## src/design/itr_pkg.sv

```systemverilog
`default_nettype none

package itr_pkg;

    // ------------------------------------------------------------
    // clock and time base
    // ------------------------------------------------------------
    localparam int ITR_CLK_HZ = 40_000_000;
    localparam int ITR_TICK_MS = 10;
    localparam int ITR_TICK_CYCLES = ITR_CLK_HZ / 1000 * ITR_TICK_MS;

    // ------------------------------------------------------------
    // timer settings, in ticks of the time base
    // ------------------------------------------------------------
    localparam int ITR_TIME_W = 12;
    localparam logic [11:0] ITR_TIME_MAX = 12'hBB8;     // 30.00 s
    localparam logic [11:0] ITR_PICKUP_RST = 12'h002;   // 0.02 s
    localparam logic [11:0] ITR_PROLONG_RST = 12'h000;  // 0.00 s

    // ------------------------------------------------------------
    // register bus
    // ------------------------------------------------------------
    localparam int ITR_ADDR_W = 8;
    localparam int ITR_DATA_W = 32;
    localparam logic [7:0] ITR_OFS_CTRL = 8'h00;
    localparam logic [7:0] ITR_OFS_PICKUP = 8'h04;
    localparam logic [7:0] ITR_OFS_PROLONG = 8'h08;
    localparam logic [7:0] ITR_OFS_STATUS = 8'h0C;
    localparam logic [7:0] ITR_OFS_MASK = 8'h10;
    localparam logic [7:0] ITR_OFS_STATE = 8'h14;

    // control register fields
    localparam int ITR_CTRL_SEND_BIT = 0;
    localparam int ITR_CTRL_ALARM_BIT = 1;

    // event layout: rx phases low, tx phases above
    localparam int ITR_PHASES = 3;
    localparam int ITR_EVT_W = 6;
    localparam int ITR_EVT_RX_LSB = 0;
    localparam int ITR_EVT_TX_LSB = 3;
    localparam int ITR_STATE_GEN_BIT = 6;

    // reaction to a received command
    typedef enum logic {
        ITR_REACT_TRIP,
        ITR_REACT_ALARM
    } itr_react_t;

    // live settings handed to the phase timers and routing
    typedef struct packed {
        logic sendDiff;
        itr_react_t react;
        logic [ITR_TIME_W-1:0] pickup;
        logic [ITR_TIME_W-1:0] prolong;
    } itr_cfg_t;

    // trip indications toward the common trip logic and display
    typedef struct packed {
        logic general;
        logic [ITR_PHASES-1:0] onlyPhase;
        logic threePhase;
        logic singlePole;
        logic threePole;
    } itr_trip_ind_t;

endpackage

`default_nettype wire

```

## src/design/itr_intertrip_logic.sv

```systemverilog
`default_nettype none

// ------------------------------------------------------------
// intertrip and remote trip: transmit and receive per phase
// ------------------------------------------------------------
module itr_intertrip_logic
    import itr_pkg::*;
#(
    parameter int TICK_CYCLES = itr_pkg::ITR_TICK_CYCLES
) (
    input wire logic clk,
    input wire logic rst,
    // register port
    input wire logic [itr_pkg::ITR_ADDR_W-1:0] regAddr,
    input wire logic [itr_pkg::ITR_DATA_W-1:0] regWrData,
    input wire logic regWrStrobe,
    input wire logic regRdStrobe,
    output logic [itr_pkg::ITR_DATA_W-1:0] regRdData,
    output logic irq,
    // local differential trips, same clock
    input wire logic [itr_pkg::ITR_PHASES-1:0] diffTrip,
    // binary input pins, asynchronous
    input wire logic [itr_pkg::ITR_PHASES-1:0] remoteTripInPhase,
    input wire logic remoteTripInAllPhases,
    // commands received over protection link one, same clock
    input wire logic [itr_pkg::ITR_PHASES-1:0] rxCmd,
    // commands to send over protection link one
    output logic [itr_pkg::ITR_PHASES-1:0] txCmd,
    // indications
    output logic [itr_pkg::ITR_PHASES-1:0] rxCmdInd,
    output logic [itr_pkg::ITR_PHASES-1:0] txCmdInd,
    output logic [itr_pkg::ITR_PHASES-1:0] tripForward,
    output logic [itr_pkg::ITR_PHASES-1:0] rxAlarm,
    output itr_pkg::itr_trip_ind_t tripInd
);
    import itr_pkg::*;

    // ------------------------------------------------------------
    // elaboration checks
    // ------------------------------------------------------------
    // divider width
    localparam int TICK_W = $clog2(TICK_CYCLES + 1);

    // zero divider never ticks, stalling every timer
    if (TICK_CYCLES < 1) begin : gTickCheck
        $error("TICK_CYCLES must be at least one");
    end

    // ------------------------------------------------------------
    // declarations
    // ------------------------------------------------------------
    // settings and events
    itr_cfg_t cfgReg; // software settings
    logic [ITR_EVT_W-1:0] statusReg; // sticky events, cleared on read
    logic [ITR_EVT_W-1:0] statusNext;
    logic [ITR_EVT_W-1:0] maskReg; // interrupt enables
    logic [ITR_EVT_W-1:0] events; // one-cycle event pulses

    // time base
    logic [TICK_W-1:0] tickCntReg; // divider toward the time base
    logic tickReg; // one-cycle pulse every base period

    // transmit side
    logic [ITR_PHASES:0] pinSync; // synchronised binary inputs
    logic [ITR_PHASES-1:0] biRequest; // per-phase binary request
    logic [ITR_PHASES-1:0] biActive; // after delay and prolongation
    logic [ITR_PHASES-1:0] txNext;

    // edge memory for the events
    logic [ITR_PHASES-1:0] rxSeenReg; // previous rx for edge events
    logic [ITR_PHASES-1:0] txSeenReg; // previous tx for edge events

    // receive side
    logic reactTrip;
    logic [1:0] rxCount; // number of phases received

    // bus decode
    logic wrHit;
    logic rdStatus;
    logic [ITR_TIME_W-1:0] wrTime; // write data clamped to 30 s

    // ------------------------------------------------------------
    // register writes
    // ------------------------------------------------------------
    // no wait states; writes land on their strobe edge
    assign wrHit = regWrStrobe;

    // larger values are clamped rather than wrapped, so a bad write
    // can only lengthen a timer to its top value
    assign wrTime = (regWrData[ITR_DATA_W-1:ITR_TIME_W] != '0
        || regWrData[ITR_TIME_W-1:0] > ITR_TIME_MAX)
        ? ITR_TIME_MAX : regWrData[ITR_TIME_W-1:0];

    // settings; the defaults give send off and trip reaction
    always_ff @(posedge clk or posedge rst) begin
        if (rst) begin
            cfgReg.sendDiff <= 1'b0;
            cfgReg.react <= ITR_REACT_TRIP;
            cfgReg.pickup <= ITR_PICKUP_RST;
            cfgReg.prolong <= ITR_PROLONG_RST;
        end else if (wrHit) begin
            case (regAddr)
                // send enable and reaction in one word
                ITR_OFS_CTRL: begin
                    cfgReg.sendDiff <= regWrData[ITR_CTRL_SEND_BIT];
                    cfgReg.react <= itr_react_t'(regWrData[ITR_CTRL_ALARM_BIT]);
                end
                // pickup delay in base ticks
                ITR_OFS_PICKUP: begin
                    cfgReg.pickup <= wrTime;
                end
                // prolongation in base ticks
                ITR_OFS_PROLONG: begin
                    cfgReg.prolong <= wrTime;
                end
                // other offsets, the mask aside, hold nothing writable
                default: begin
                    cfgReg <= cfgReg;
                end
            endcase
        end
    end

    // interrupt mask
    always_ff @(posedge clk or posedge rst) begin
        if (rst) begin
            maskReg <= '0;
        end else if (wrHit && regAddr == ITR_OFS_MASK) begin
            maskReg <= regWrData[ITR_EVT_W-1:0];
        end
    end

    // ------------------------------------------------------------
    // register reads
    // ------------------------------------------------------------
    // reading status is what clears it
    assign rdStatus = regRdStrobe && (regAddr == ITR_OFS_STATUS);

    // read data stands for one cycle only, zero otherwise
    always_ff @(posedge clk or posedge rst) begin
        if (rst) begin
            regRdData <= '0;
        end else begin
            regRdData <= '0;
            if (regRdStrobe) begin
                case (regAddr)
                    // settings read back as written
                    ITR_OFS_CTRL: begin
                        regRdData[ITR_CTRL_SEND_BIT] <= cfgReg.sendDiff;
                        regRdData[ITR_CTRL_ALARM_BIT] <= cfgReg.react;
                    end
                    // base ticks, upper bits zero
                    ITR_OFS_PICKUP: begin
                        regRdData[ITR_TIME_W-1:0] <= cfgReg.pickup;
                    end
                    ITR_OFS_PROLONG: begin
                        regRdData[ITR_TIME_W-1:0] <= cfgReg.prolong;
                    end
                    // sticky events; includes one arriving right now
                    ITR_OFS_STATUS: begin
                        regRdData[ITR_EVT_W-1:0] <= statusReg | events;
                    end
                    // interrupt enables
                    ITR_OFS_MASK: begin
                        regRdData[ITR_EVT_W-1:0] <= maskReg;
                    end
                    // live indications of the block
                    ITR_OFS_STATE: begin
                        regRdData[ITR_EVT_RX_LSB +: ITR_PHASES] <= rxCmdInd;
                        regRdData[ITR_EVT_TX_LSB +: ITR_PHASES] <= txCmdInd;
                        regRdData[ITR_STATE_GEN_BIT] <= tripInd.general;
                    end
                    // unmapped addresses read as zero
                    default: begin
                        regRdData <= '0;
                    end
                endcase
            end
        end
    end

    // ------------------------------------------------------------
    // time base
    // ------------------------------------------------------------
    // one tick per base period keeps the timers at 0.01 s steps
    always_ff @(posedge clk or posedge rst) begin
        if (rst) begin
            tickCntReg <= '0;
            tickReg <= 1'b0;
        end else if (tickCntReg == TICK_W'(TICK_CYCLES - 1)) begin
            tickCntReg <= '0;
            tickReg <= 1'b1;
        end else begin
            tickCntReg <= tickCntReg + 1'b1;
            tickReg <= 1'b0;
        end
    end

    // ------------------------------------------------------------
    // transmit path
    // ------------------------------------------------------------
    // binary inputs are wired from the field, so they are synchronised
    // top bit is the three-pole input
    itr_pin_sync #(
        .WIDTH(ITR_PHASES + 1)
    ) uPinSync (
        .clk(clk),
        .rst(rst),
        .pinIn({remoteTripInAllPhases, remoteTripInPhase}),
        .syncOut(pinSync)
    );

    // own phase input, or the three-pole input for every phase
    assign biRequest = pinSync[ITR_PHASES-1:0]
        | {ITR_PHASES{pinSync[ITR_PHASES]}};

    // one delay and prolongation timer per phase; a request shorter
    // than the delay never reaches the link
    // the timers share one set of settings
    for (genvar p = 0; p < ITR_PHASES; p++) begin : gPhase
        itr_phase_timer #(
            .TW(ITR_TIME_W)
        ) uTimer (
            .clk(clk),
            .rst(rst),
            .tick(tickReg),
            .reqIn(biRequest[p]),
            .pickupTicks(cfgReg.pickup),
            .prolongTicks(cfgReg.prolong),
            .active(biActive[p])
        );
    end

    // differential trips skip the timers entirely
    assign txNext = ({ITR_PHASES{cfgReg.sendDiff}} & diffTrip)
        | biActive;

    // transmit commands and their indications per phase
    always_ff @(posedge clk or posedge rst) begin
        if (rst) begin
            txCmd <= '0;
            txCmdInd <= '0;
        end else begin
            txCmd <= txNext;
            txCmdInd <= txNext;
        end
    end

    // ------------------------------------------------------------
    // receive path
    // ------------------------------------------------------------
    // reaction decode
    assign reactTrip = (cfgReg.react == ITR_REACT_TRIP);
    // phase count picks single or three pole
    assign rxCount = 2'(rxCmd[0]) + 2'(rxCmd[1]) + 2'(rxCmd[2]);

    // received indications always, trip or alarm by reaction
    always_ff @(posedge clk or posedge rst) begin
        if (rst) begin
            rxCmdInd <= '0;
            tripForward <= '0;
            rxAlarm <= '0;
        end else begin
            rxCmdInd <= rxCmd;
            // the common trip logic decides on single-pole tripping
            tripForward <= reactTrip ? rxCmd : '0;
            rxAlarm <= reactTrip ? '0 : rxCmd;
        end
    end

    // trip indications: one phase alone is single-pole, more is three
    always_ff @(posedge clk or posedge rst) begin
        if (rst) begin
            tripInd <= '0;
        end else begin
            tripInd.general <= reactTrip && rxCount != 2'h0;
            tripInd.onlyPhase <= (reactTrip && rxCount == 2'h1)
                ? rxCmd : '0;
            tripInd.threePhase <= reactTrip && rxCount > 2'h1;
            tripInd.singlePole <= reactTrip && rxCount == 2'h1;
            tripInd.threePole <= reactTrip && rxCount > 2'h1;
        end
    end

    // ------------------------------------------------------------
    // events and interrupt
    // ------------------------------------------------------------
    // remember last levels to find rising edges
    always_ff @(posedge clk or posedge rst) begin
        if (rst) begin
            rxSeenReg <= '0;
            txSeenReg <= '0;
        end else begin
            rxSeenReg <= rxCmd;
            txSeenReg <= txNext;
        end
    end

    // rising command edges are the events
    assign events[ITR_EVT_RX_LSB +: ITR_PHASES] = rxCmd & ~rxSeenReg;
    assign events[ITR_EVT_TX_LSB +: ITR_PHASES] = txNext & ~txSeenReg;

    // a read clears, but an event in the same cycle still sets
    always_comb begin
        statusNext = statusReg;
        if (rdStatus) begin
            statusNext = '0;
        end
        statusNext = statusNext | events;
    end

    // sticky status
    always_ff @(posedge clk or posedge rst) begin
        if (rst) begin
            statusReg <= '0;
        end else begin
            statusReg <= statusNext;
        end
    end

    // level interrupt registered from the next status (statusNext) and the mask
    always_ff @(posedge clk or posedge rst) begin
        if (rst) begin
            irq <= 1'b0;
        end else begin
            irq <= |(statusNext & maskReg);
        end
    end
endmodule

`default_nettype wire

```

## src/design/itr_pin_sync.sv

```systemverilog
`default_nettype none

// ------------------------------------------------------------
// three-stage pin synchroniser; a change is taken once the
// second and third stages agree
// ------------------------------------------------------------
module itr_pin_sync #(
    parameter int WIDTH = 4
) (
    input wire logic clk,
    input wire logic rst,
    input wire logic [WIDTH-1:0] pinIn,
    output logic [WIDTH-1:0] syncOut
);
    logic [WIDTH-1:0] stage1Reg; // metastable stage, read by stage2 only
    logic [WIDTH-1:0] stage2Reg;
    logic [WIDTH-1:0] stage3Reg;

    // shift the pins through the chain
    always_ff @(posedge clk or posedge rst) begin
        if (rst) begin
            stage1Reg <= '0;
            stage2Reg <= '0;
            stage3Reg <= '0;
        end else begin
            stage1Reg <= pinIn;
            stage2Reg <= stage1Reg;
            stage3Reg <= stage2Reg;
        end
    end

    // per bit: only an agreed level moves the output
    always_ff @(posedge clk or posedge rst) begin
        if (rst) begin
            syncOut <= '0;
        end else begin
            syncOut <= (syncOut & (stage2Reg ^ stage3Reg))
                | (stage3Reg & ~(stage2Reg ^ stage3Reg));
        end
    end
endmodule

`default_nettype wire

```

## src/design/itr_phase_timer.sv

```systemverilog
`default_nettype none

// ------------------------------------------------------------
// pickup delay followed by prolongation, counted in base ticks
// ------------------------------------------------------------
module itr_phase_timer #(
    parameter int TW = 12
) (
    input wire logic clk,
    input wire logic rst,
    input wire logic tick,
    input wire logic reqIn,
    input wire logic [TW-1:0] pickupTicks,
    input wire logic [TW-1:0] prolongTicks,
    output logic active
);
    logic [TW-1:0] pickCntReg; // ticks seen while request is high
    logic [TW-1:0] prolCntReg; // ticks seen since request qualified off
    logic qualified;

    // a request counts only once it has outlasted the delay
    assign qualified = reqIn && (pickCntReg >= pickupTicks);

    // pickup counter restarts on any drop, which filters glitches
    always_ff @(posedge clk or posedge rst) begin
        if (rst) begin
            pickCntReg <= '0;
        end else if (!reqIn) begin
            pickCntReg <= '0;
        end else if (tick && pickCntReg < pickupTicks) begin
            pickCntReg <= pickCntReg + 1'b1;
        end
    end

    // prolongation counter runs while the qualified request is gone
    always_ff @(posedge clk or posedge rst) begin
        if (rst) begin
            prolCntReg <= '0;
        end else if (qualified) begin
            prolCntReg <= '0;
        end else if (active && tick) begin
            prolCntReg <= prolCntReg + 1'b1;
        end
    end

    // output holds until the prolongation has expired
    always_ff @(posedge clk or posedge rst) begin
        if (rst) begin
            active <= 1'b0;
        end else if (qualified) begin
            active <= 1'b1;
        end else if (prolCntReg >= prolongTicks) begin
            active <= 1'b0;
        end
    end
endmodule

`default_nettype wire

```

## config.mk

```make
export PLATFORM = sky130hd
export DESIGN_NAME = itr_intertrip_logic
export DESIGN_NICKNAME = d
export VERILOG_FILES = /design/src/design/itr_pkg.sv /design/src/design/itr_intertrip_logic.sv /design/src/design/itr_pin_sync.sv /design/src/design/itr_phase_timer.sv
export SDC_FILE = /design/constraint.sdc
export NUM_CORES = 1
export LEC_CHECK = 0
export ABC_AREA = 1
export BUFFER_PORTS_ARGS = -buffer_cell sky130_fd_sc_hd__buf_2
export CAP_MARGIN = 20
export CELL_PAD_IN_SITES_DETAIL_PLACEMENT = 1
export CELL_PAD_IN_SITES_GLOBAL_PLACEMENT = 1
export CORE_AREA = 3 3 238 123
export DETAILED_ROUTE_END_ITERATION = 6
export DIE_AREA = 0 0 241 126
export PLACE_DENSITY_LB_ADDON = 0.1
export SLEW_MARGIN = 20
export SYNTH_ARGS = -nofsm -noshare
export SYNTH_HDL_FRONTEND = slang
export SYNTH_SLANG_ARGS = --single-unit
```

## constraint.sdc

```tcl
create_clock -name clk -period 5.7 [get_ports clk]
set_input_delay 1.14 -clock clk [delete_from_list [all_inputs] [get_ports clk]]
set_output_delay 1.14 -clock clk [all_outputs]
set_load 0.01 [all_outputs]
```

## Yosys cells after proc, flatten, opt, wreduce, memory -nomap -nowiden

Cells that the tools add are included.

| operators by class | value |
|---|---|
| add/sub/neg operators | 9 |
| order comparisons | 11 |
| equal/unequal tests | 10 |
| muxes and demuxes | 30 |
| bitwise logic cells | 16 |
| reduce and logical (&&, ||, !) cells | 28 |

Operator list:

| cell | count |
|---|---|
| two-way mux 12 bit | 14 |
| adder 12 x 1 -> 12 bit, second input constant | 6 |
| >= comparator 12 bit | 6 |
| less-than comparator 12 bit | 3 |
| one-hot mux 4 bit (5 select lines) | 1 |
| nonzero test 20 bit | 1 |
| adder 19 x 1 -> 19 bit, second input constant | 1 |
| == test 19 bit, second input constant | 1 |
| two-way mux 19 bit | 1 |
| == test 8 x 4 -> 1 bit, second input constant | 2 |
| == test 8 x 5 -> 1 bit, second input constant | 2 |
| logical AND 1 bit | 14 |
| nonzero test 2 bit | 7 |
| > comparator 12 bit, second input constant | 1 |
| OR 6 bit | 2 |
| one-hot mux 2 bit (6 select lines) | 1 |
| one-hot mux 5 bit (2 select lines) | 1 |
| AND 3 bit | 3 |
| two-way mux 3 bit | 3 |
| AND 4 bit | 2 |
| == test 8 x 3 -> 1 bit, second input constant | 1 |
| zero test 8 bit | 1 |
| two-way mux 1 bit | 7 |
| AND 6 bit | 1 |
| other kinds (16) | 22 |

| storage, ports and cells | value |
|---|---|
| bits in registers | 200 |
| input port bits | 54 |
| output and inout port bits | 55 |
| logic and storage cells | 135 |

## Longest topological paths before layout

Gate-level depths: netlist of run 1.

| depth | value |
|---|---|
| depth after elaboration | 6 |
| depth in mapped cells | 13 |
| gate-level depth less buffers | 12 |

## Modules after synthesis

Synthesis of run 1 repeated with hierarchy kept, for this count alone.

| second synthesis, totals | value |
|---|---|
| cells, all modules | 1534 |
| area total of the unflattened synthesis | 11446.0 µm² |

Modules (own cells, without submodules):

| module | times used | cells an instance | area each (µm²) |
|---|---|---|---|
| itr_phase_timer | 3 | 307 | 2140.8 |
| itr_intertrip_logic | 1 | 580 | 4554.4 |
| itr_pin_sync | 1 | 33 | 469.2 |

## Least setup slack after synthesis of run 1

No wires, ideal clock.

| path | value |
|---|---|
| kind | input -> register |
| from | in regWrData[27] (netlist bit) |
| to | reg cfgReg[15] (netlist bit) |
| arrival | 2029 ps |
| required time | 5584 ps |
| setup slack | 3554 ps |
| stages on the path | 9 |
| cell sequence | nor2_1 > nand2_1 > nor2_1 > nand3_1 > nor2_2 > buf_2 > nand3_1 > nand2_1 > nand2_1 |

| on the way | value |
|---|---|
| word-level cells in the longest chain between the ends | 3 |

Ends and longest elaborated chain:

| element | RTL line | RTL |
|---|---|---|
| start: declaration | itr_intertrip_logic.sv:15 | `input wire logic [itr_pkg::ITR_DATA_W-1:0] regWrData,` |
| nonzero test 20 bit | itr_intertrip_logic.sv:90 | `assign wrTime = (regWrData[ITR_DATA_W-1:ITR_TIME_W] != '0` |
| logical OR 1 bit | itr_intertrip_logic.sv:91 | `\|\| regWrData[ITR_TIME_W-1:0] > ITR_TIME_MAX)` |
| two-way mux 12 bit | itr_intertrip_logic.sv:92 | `? ITR_TIME_MAX : regWrData[ITR_TIME_W-1:0];` |
| end signal: assignment | itr_intertrip_logic.sv:118 | `cfgReg <= cfgReg;` |
| end: declaration | itr_intertrip_logic.sv:53 | `itr_cfg_t cfgReg;` |

No other way between the ends.
A chain may end at the register's enable or synchronous reset.

## Final worst setup path of run 1

| path | value |
|---|---|
| from | reg cfgReg[13] (netlist bit) |
| to | reg gPhase[0].uTimer.pickCntReg[3] |

| on the way | value |
|---|---|
| word-level cells in the longest chain between the ends | 3 |

Ends and longest elaborated chain:

| element | RTL line | RTL |
|---|---|---|
| less-than comparator 12 bit | itr_phase_timer.sv:30 | `end else if (tick && pickCntReg < pickupTicks) begin` |
| logical AND 1 bit | itr_phase_timer.sv:30 |  |
| inequality test 2 x 1 -> 1 bit (no source line) | n/a |  |
| end signal: assignment | itr_phase_timer.sv:31 | `pickCntReg <= pickCntReg + 1'b1;` |
| end: declaration | itr_phase_timer.sv:17 | `logic [TW-1:0] pickCntReg;` |

No other way between the ends.

==> qor.csv, run 1 <==
metric,value,unit
critPathRequiredTime,6.08,ns
p_comb_frac,0.113,
hold_depth,0,
fin_crit_sh,0.476,
p_seq_frac,0.462,
critical_path_class,flip-flop to flip-flop,
die_h,126,um
start_kind,flip-flop,
setup_viol,0,
synth_area_per_cell,7.71,um^2
cts.sinks,180,
hp-start,uPinSync.stage1Reg[1],
wl,31800,um
clock_power_share,0.424,
core,0.0274,mm^2
multiInputGateArea,0.00551,mm^2
clock_latency,0.45,ns
cts_buffer_depth,2,
postCtsSetupRepairBufs,0,
power,2970,uW
cpLargestDelayFamily,simple AND/OR/NAND/NOR gates,
path_cells,"inv_1, ha_1, nand2_1, nand2_1, nand2_1, nand2_1, nand2_1, nand4_1, nand2_1, nand2_1, nand2_1",
num_vias,9435,
synth_edf_count,0,
netSwitchingFraction,0.270,
synth.distinct_cells,46,
syn_area,0.0109,mm^2
worst_slack,2.98,ns
maxCapViolations,0,
regArea,0.00451,mm^2
port_buffers,88,
gpl.final_weighted_congestion,0.835,
synthToLayoutAreaGrowth,11.9,%
yosys_register_bits,180,
numCtsBuffers,17,
overflow,0,
max_slew_margin,0.372,
io_pins,109,
rsz0062_at_grt,no,
period_minus_slack,2.72,ns
p_leak,0.00631,uW
wl_per_cell,17.1,um
antenna_cells,0,
async_flop_share,1.00,
finClkSkew,0.00861,ns
cts-root-buf,clkbuf_16,
first_pass_iters,5,
fmax,368,MHz
yosysMostFrequentCell,nand2_1,
hold_class,flip-flop to flip-flop,
final_max_slew_viol_count,0,
stdcell_count,1864,
netlist_instances,1414,
drc_errors,0,
critPathMaxFanout,14,
postRouteAntennaNets,0,
hold_buffers,0,
grt_pass1_wl,51800,um
r2r.worst_path.cells,11,
ctsHtreeMaxLevel,4,
cp_slowest_cell,nand2_1,
netlist.area_leader.share,0.411,
fillers,3427,
pwr_density_cell,243,mW/mm^2
ys_seq_area_frac,0.413,
arrival,3.10,ns
worst_slew_pin_slew,0.942,ns
clk_pin_slew,0.06,ns
place_area,0.0116,mm^2
synth_flop_cell,dfrtp_1,
dp.cells,1834,
min_to,uPinSync.stage2Reg[1],
r2r_end,gPhase[0].uTimer.pickCntReg[3],
cts_tree,yes,
critical_path_buf_inv_count,1,
fin_area,0.0122,mm^2
worstReg2RegStart,cfgReg[13],
nets,1627,
status,"finished, final reports clean",
yosysWarnings,0,
start_util,0.397,
hold_viol,0,
internal-power,2170,uW
antenna_found_initial,0,
ctsResizeCount,0,
drtIter0Drc,511,
grt_max_degree,110,
cpPeakStageDelay,0.57,ns
synthTopCellsByCount,"nand2_1, dfrtp_1, nor2_1",
crit_path_frequent_cell,nand2_1,
grt_pass1_vias,9798,
tns,0,ns
switchingPower,802,uW
fp-row-count,43,
die-area,0.0304,mm^2
cp.depth,11,
die-width,241,um
synth_area_leaders,"dfrtp_1, nand2_1, ha_1",
r2r_setup_slack,2.98,ns
dp_hpwl,24100,um
vdd.ir_drop.worst,0.223,mV
drive_above_1_share,0.102,
track_usage,0.218,
end_kind,flip-flop,
avgViaCountPerCell,5.06,
yosysTopAreaCell,dfrtp_1,
dp_worst_setup_slack,2.95,ns
kinds of logic (layout without fill, tap and decap cells):
group	Yosys count	after routing	synth area share
xor+xnor	55	55	0.0442
compound gates	102	102	0.0510
simple gates	770	770	0.307
fa+ha+maj	84	84	0.0962
buf+inv	222	293	0.0877
other cells	1	20	0.000344
flops	180	180	0.413
power groups by stage:
stage | clock network (uW) | registers, uW | logic (uW)
2_1_floorplan | 0 | 1390 | 219
3_3_place_gp | 0 | 1390 | 328
3_5_place_dp | 0 | 1400 | 340
4_1_cts | 1290 | 1370 | 342
5_1_grt | 1350 | 1380 | 381
6_report | 1260 | 1370 | 336
worst register-to-register path: cells and delay by family (launching register included):
family	cells	cell delay (ns)
AND/OR/NAND/NOR	9	1.61
flip-flops	1	0.53
adder cells (fa/ha/maj)	1	0.36
buffers and inverters	1	0.15
sequential cells by signal (all words and copies together), names as in the netlist, 6 cells and up, named ones only:
signal,cells
cfgReg,26
maskReg,6
gPhase.uTimer.pickCntReg,36
gPhase.uTimer.prolCntReg,36
tickCntReg,19
regRdData,12
statusReg,6
tripInd,6
layer usage:
layer / GRT usage / part of all wire / up-vias
met5: 0 / 0 / -
met4: 0.0572 / 0.013 / 0
met3: 0.0311 / 0.026 / 34
met2: 0.360 / 0.47 / 106
met1: 0.300 / 0.49 / 4678
li1: - / - / 4617
through the flow:
step / hold slack [ns] / utilization
2_1_floorplan: 0.331 / -
3_3_place_gp: 0.332 / 0.422
3_5_place_dp: 0.337 / 0.422
4_1_cts: 0.354 / 0.445
5_1_grt: 0.365 / 0.445
6_report: 0.352 / 0.445
cell type report:
type                    count  share of cell area
clock inverters             9              0.0127
clock buffers              21              0.0369
repair buffers             92              0.0396
multi-input cells        1031               0.451
well taps                 360              0.0369
flip-flops and latches    180               0.369
inverters                 171              0.0529
how the worst max path moves through the flow:
| stage | startpoint | to | slack, ns |
|---|---|---|---|
| after floorplan | rst | asynchronous set/reset pin | 2.25 |
| after global placement | regAddr[7] | irq | 2.98 |
| after detailed placement | regAddr[7] | irq | 2.95 |
| after CTS | cfgReg[13] | gPhase[0].uTimer.pickCntReg[3] | 3.00 |
| after global routing | cfgReg[13] | gPhase[2].uTimer.pickCntReg[3] | 2.77 |
| final | cfgReg[13] | gPhase[0].uTimer.pickCntReg[3] | 2.98 |
cells in the final DEF, fill, tap and decap left out, drive strengths merged, types with 13 or more instances in the layout:
master,Yosys,final
nand4,32,32
a21oi,53,53
conb,1,20
inv,169,168
nor3,16,16
clkbuf,9,21
o21ai,30,30
nor2,177,177
ha,79,79
xnor2,13,13
buf,42,92
dfrtp,179,179
nand2,398,398
nand3,128,128
xor2,42,42
(Power assumes the default switching activity.)
==> inputs of run 2 (changes only) <==
--- a/config.mk
+++ b/config.mk
@@ -10,9 +10,9 @@
 export CAP_MARGIN = 20
 export CELL_PAD_IN_SITES_DETAIL_PLACEMENT = 1
 export CELL_PAD_IN_SITES_GLOBAL_PLACEMENT = 1
-export CORE_AREA = 3 3 238 123
+export CORE_AREA = 3 3 227 118
 export DETAILED_ROUTE_END_ITERATION = 6
-export DIE_AREA = 0 0 241 126
+export DIE_AREA = 0 0 230 121
 export PLACE_DENSITY_LB_ADDON = 0.1
 export SLEW_MARGIN = 20
 export SYNTH_ARGS = -nofsm -noshare
==> constraint.sdc (replaced) <==
create_clock -name clk -period 2.55 [get_ports clk]
set_input_delay 0.51 -clock clk [delete_from_list [all_inputs] [get_ports clk]]
set_output_delay 0.51 -clock clk [all_outputs]
set_load 0.01 [all_outputs]
==> run 2 against run 1 <==
Design area is 0.24% higher. Combinational power is 120% higher. Routed wire length is 0.42% lower. Critical path type unchanged. Flip-flop and latch count stayed put. Die area is 8.4% lower. Sequential power is 120% higher. Clock-buffer cell count is 4 lower. Setup slack worse by 2.8 ns. Cell count is 0.32% lower. Clock power is 110% higher.
==> qor.csv, run 2 (same netlist as run 1, synthesis figures left out) <==
metric,value,unit,change
whs,0.158,ns,-0.194 ns
route.met2.wl,15200,um,+0.54%
antenna_cells,0,,unchanged
cpPeakStageDelay,0.54,ns,-0.03 ns
start_util,0.437,,+0.0399
wl_per_cell,17.0,um,about the same
final_common_cell,nand2_1,,
wl,31700,um,-0.42%
hold_buffers,0,,unchanged
top_regs,"gPhase.uTimer.pickCntReg: 36 flops, gPhase.uTimer.prolCntReg: 36 flops, cfgReg: 26 flops",,
setup_viol,0,,unchanged
die-width,230,um,-4.6%
postCtsSetupRepairBufs,0,,unchanged
dp_hpwl,24400,um,+1.5%
crit_path_frequent_cell,nand2_1,,
fmax,429,MHz,+16%
drc_errors,0,,unchanged
wl_met1,15100,um,-2.5%
arrival,2.70,ns,-0.40 ns
grt_pass1_vias,10100,,+3.0%
end_kind,flip-flop,,
nets,1635,,+0.49%
path_cells,"inv_1, ha_1, nand2_1, nand2_1, nand2_1, nand2_1, nand2_1, nand4_1, nand2_1, clkinv_1, nor2_1",,
hold_viol,0,,unchanged
grt_pass1_wl,52500,um,+1.2%
final_cell_mix,"nand2_1, dfrtp_1, nor2_1",,
period_minus_slack,2.33,ns,-0.383 ns
die_h,121,um,-4.0%
top_layer,met4,,
synthToLayoutAreaGrowth,12.2,%,
fin_crit_sh,0.915,,+0.438
hold_class,primary input to asynchronous set/reset pin,,
drive_above_1_share,0.111,,+0.00857
drtIter0Drc,587,,+15%
worst_slew_pin_slew,0.737,ns,-0.205 ns
ctsResizeCount,0,,unchanged
p_leak,0.00634,uW,+0.44%
finClkSkew,0.0121,ns,+0.00351 ns
core,0.0249,mm^2,-9.1%
cts-root-buf,clkbuf_16,,
start_kind,flip-flop,,
max_slew_margin,0.509,,+0.137
cp_slowest_cell,dfstp_2,,
avgViaCountPerCell,5.13,,+1.4%
num_vias,9532,,+1.0%
numCtsBuffers,17,,unchanged
clock_latency,0.46,ns,about the same
gpl.final_weighted_congestion,0.851,,+1.9%
cts.sinks,180,,unchanged
cts_buffer_depth,2,,unchanged
pwr_density_cell,532,mW/mm^2,+120%
place_area,0.0116,mm^2,+0.35%
critical_path_class,flip-flop to flip-flop,,
crit_path_end,gPhase[0].uTimer.prolCntReg[11],,
io_pins,109,,unchanged
grt_max_degree,79,,-28%
maxCapViolations,0,,unchanged
r2r.worst_path.cells,11,,unchanged
vdd.ir_drop.worst,0.449,mV,+100%
port_buffers,88,,unchanged
fp-row-count,41,,-4.7%
critPathRequiredTime,2.92,ns,-3.16 ns
setup.worst_path.start,cfgReg[13],,
status,"finished, final reports clean",,
fin_area,0.0122,mm^2,+0.24%
power,6500,uW,+120%
clk_pin_slew,0.07,ns,about the same
ctsHtreeMaxLevel,4,,unchanged
route.met3.wl,1010,um,+24%
track_usage,0.239,,+0.0218
worstReg2RegStart,cfgReg[13],,
critPathMaxFanout,10,,-4
r2r_setup_slack,0.22,ns,-2.77 ns
antenna_found_initial,0,,unchanged
cts_tree,yes,,
overflow,0,,unchanged
final_util,0.490,,+0.0459
rsz0062_at_grt,no,,
postRouteAntennaNets,0,,unchanged
final_max_slew_viol_count,0,,unchanged
first_pass_iters,5,,unchanged
r2r_end,gPhase[0].uTimer.prolCntReg[11],,
die-area,0.0278,mm^2,-8.4%
-- run 2: cell types whose count changed in the layout (fill, tap and decap cells not counted), sizes merged --
cell,before,now
bufinv,4,1
inv,168,175
clkbuf,21,17
clkinvlp,2,4
buf,92,100
-- run 2: critical path: cells and delay by family, from the launching register on --
kind,cells,cell delay (ns)
adders and majority gates,1,0.33
and+or+nand+nor,8,0.96
buffers and inverters,2,0.42
DFF,1,0.54
-- run 2: cell type report --
cell class              instances  area, um^2
well taps                     344         430
clock inverters                15         165
multi-input cells            1031        5510
fillers                      3147       12700
inverters                     171         649
flip-flops and latches        180        4510
clock buffers                  17         425
repair buffers                100         543
-- run 2: report_power, final --
part	leakage [uW]	internal, uW	total [uW]	switching [uW]
logic	0.00368	223	754	531
registers	0.00238	2970	3060	95.8
clock network	0.000284	1390	2690	1290
total	0.00634	4580	6500	1920
-- run 2: metrics by stage --
step | cells | setup slack, ns | TNS (ns)
floorplan | 1433 | -0.268 | -47.93
global placement | 1826 | 0.363 | 0
detailed placement | 1826 | 0.213 | 0
CTS | 1858 | 0.135 | 0
global route | 1858 | 0.0479 | 0
finish | 1858 | 0.218 | 0
-- run 2: how the worst min path moves through the flow --
stage                                     start                        endpoint  cells after the start
after floorplan           uPinSync.stage1Reg[0]           uPinSync.stage2Reg[0]                      0
after global placement    uPinSync.stage1Reg[0]           uPinSync.stage2Reg[0]                      0
after detailed placement  uPinSync.stage1Reg[3]           uPinSync.stage2Reg[3]                      0
after CTS                 remoteTripInAllPhases           uPinSync.stage1Reg[3]                      1
after global routing       remoteTripInPhase[1]           uPinSync.stage1Reg[1]                      1
final                                       rst  gPhase[2].uTimer.pickCntReg[1]                      3
-- run 2: layer usage --
metal | global-route usage | vias to the layer above
li1 | - | 4634
met1 | 0.324 | 4758
met2 | 0.402 | 114
met3 | 0.0413 | 26
met4 | 0.0575 | 0
met5 | 0 | -
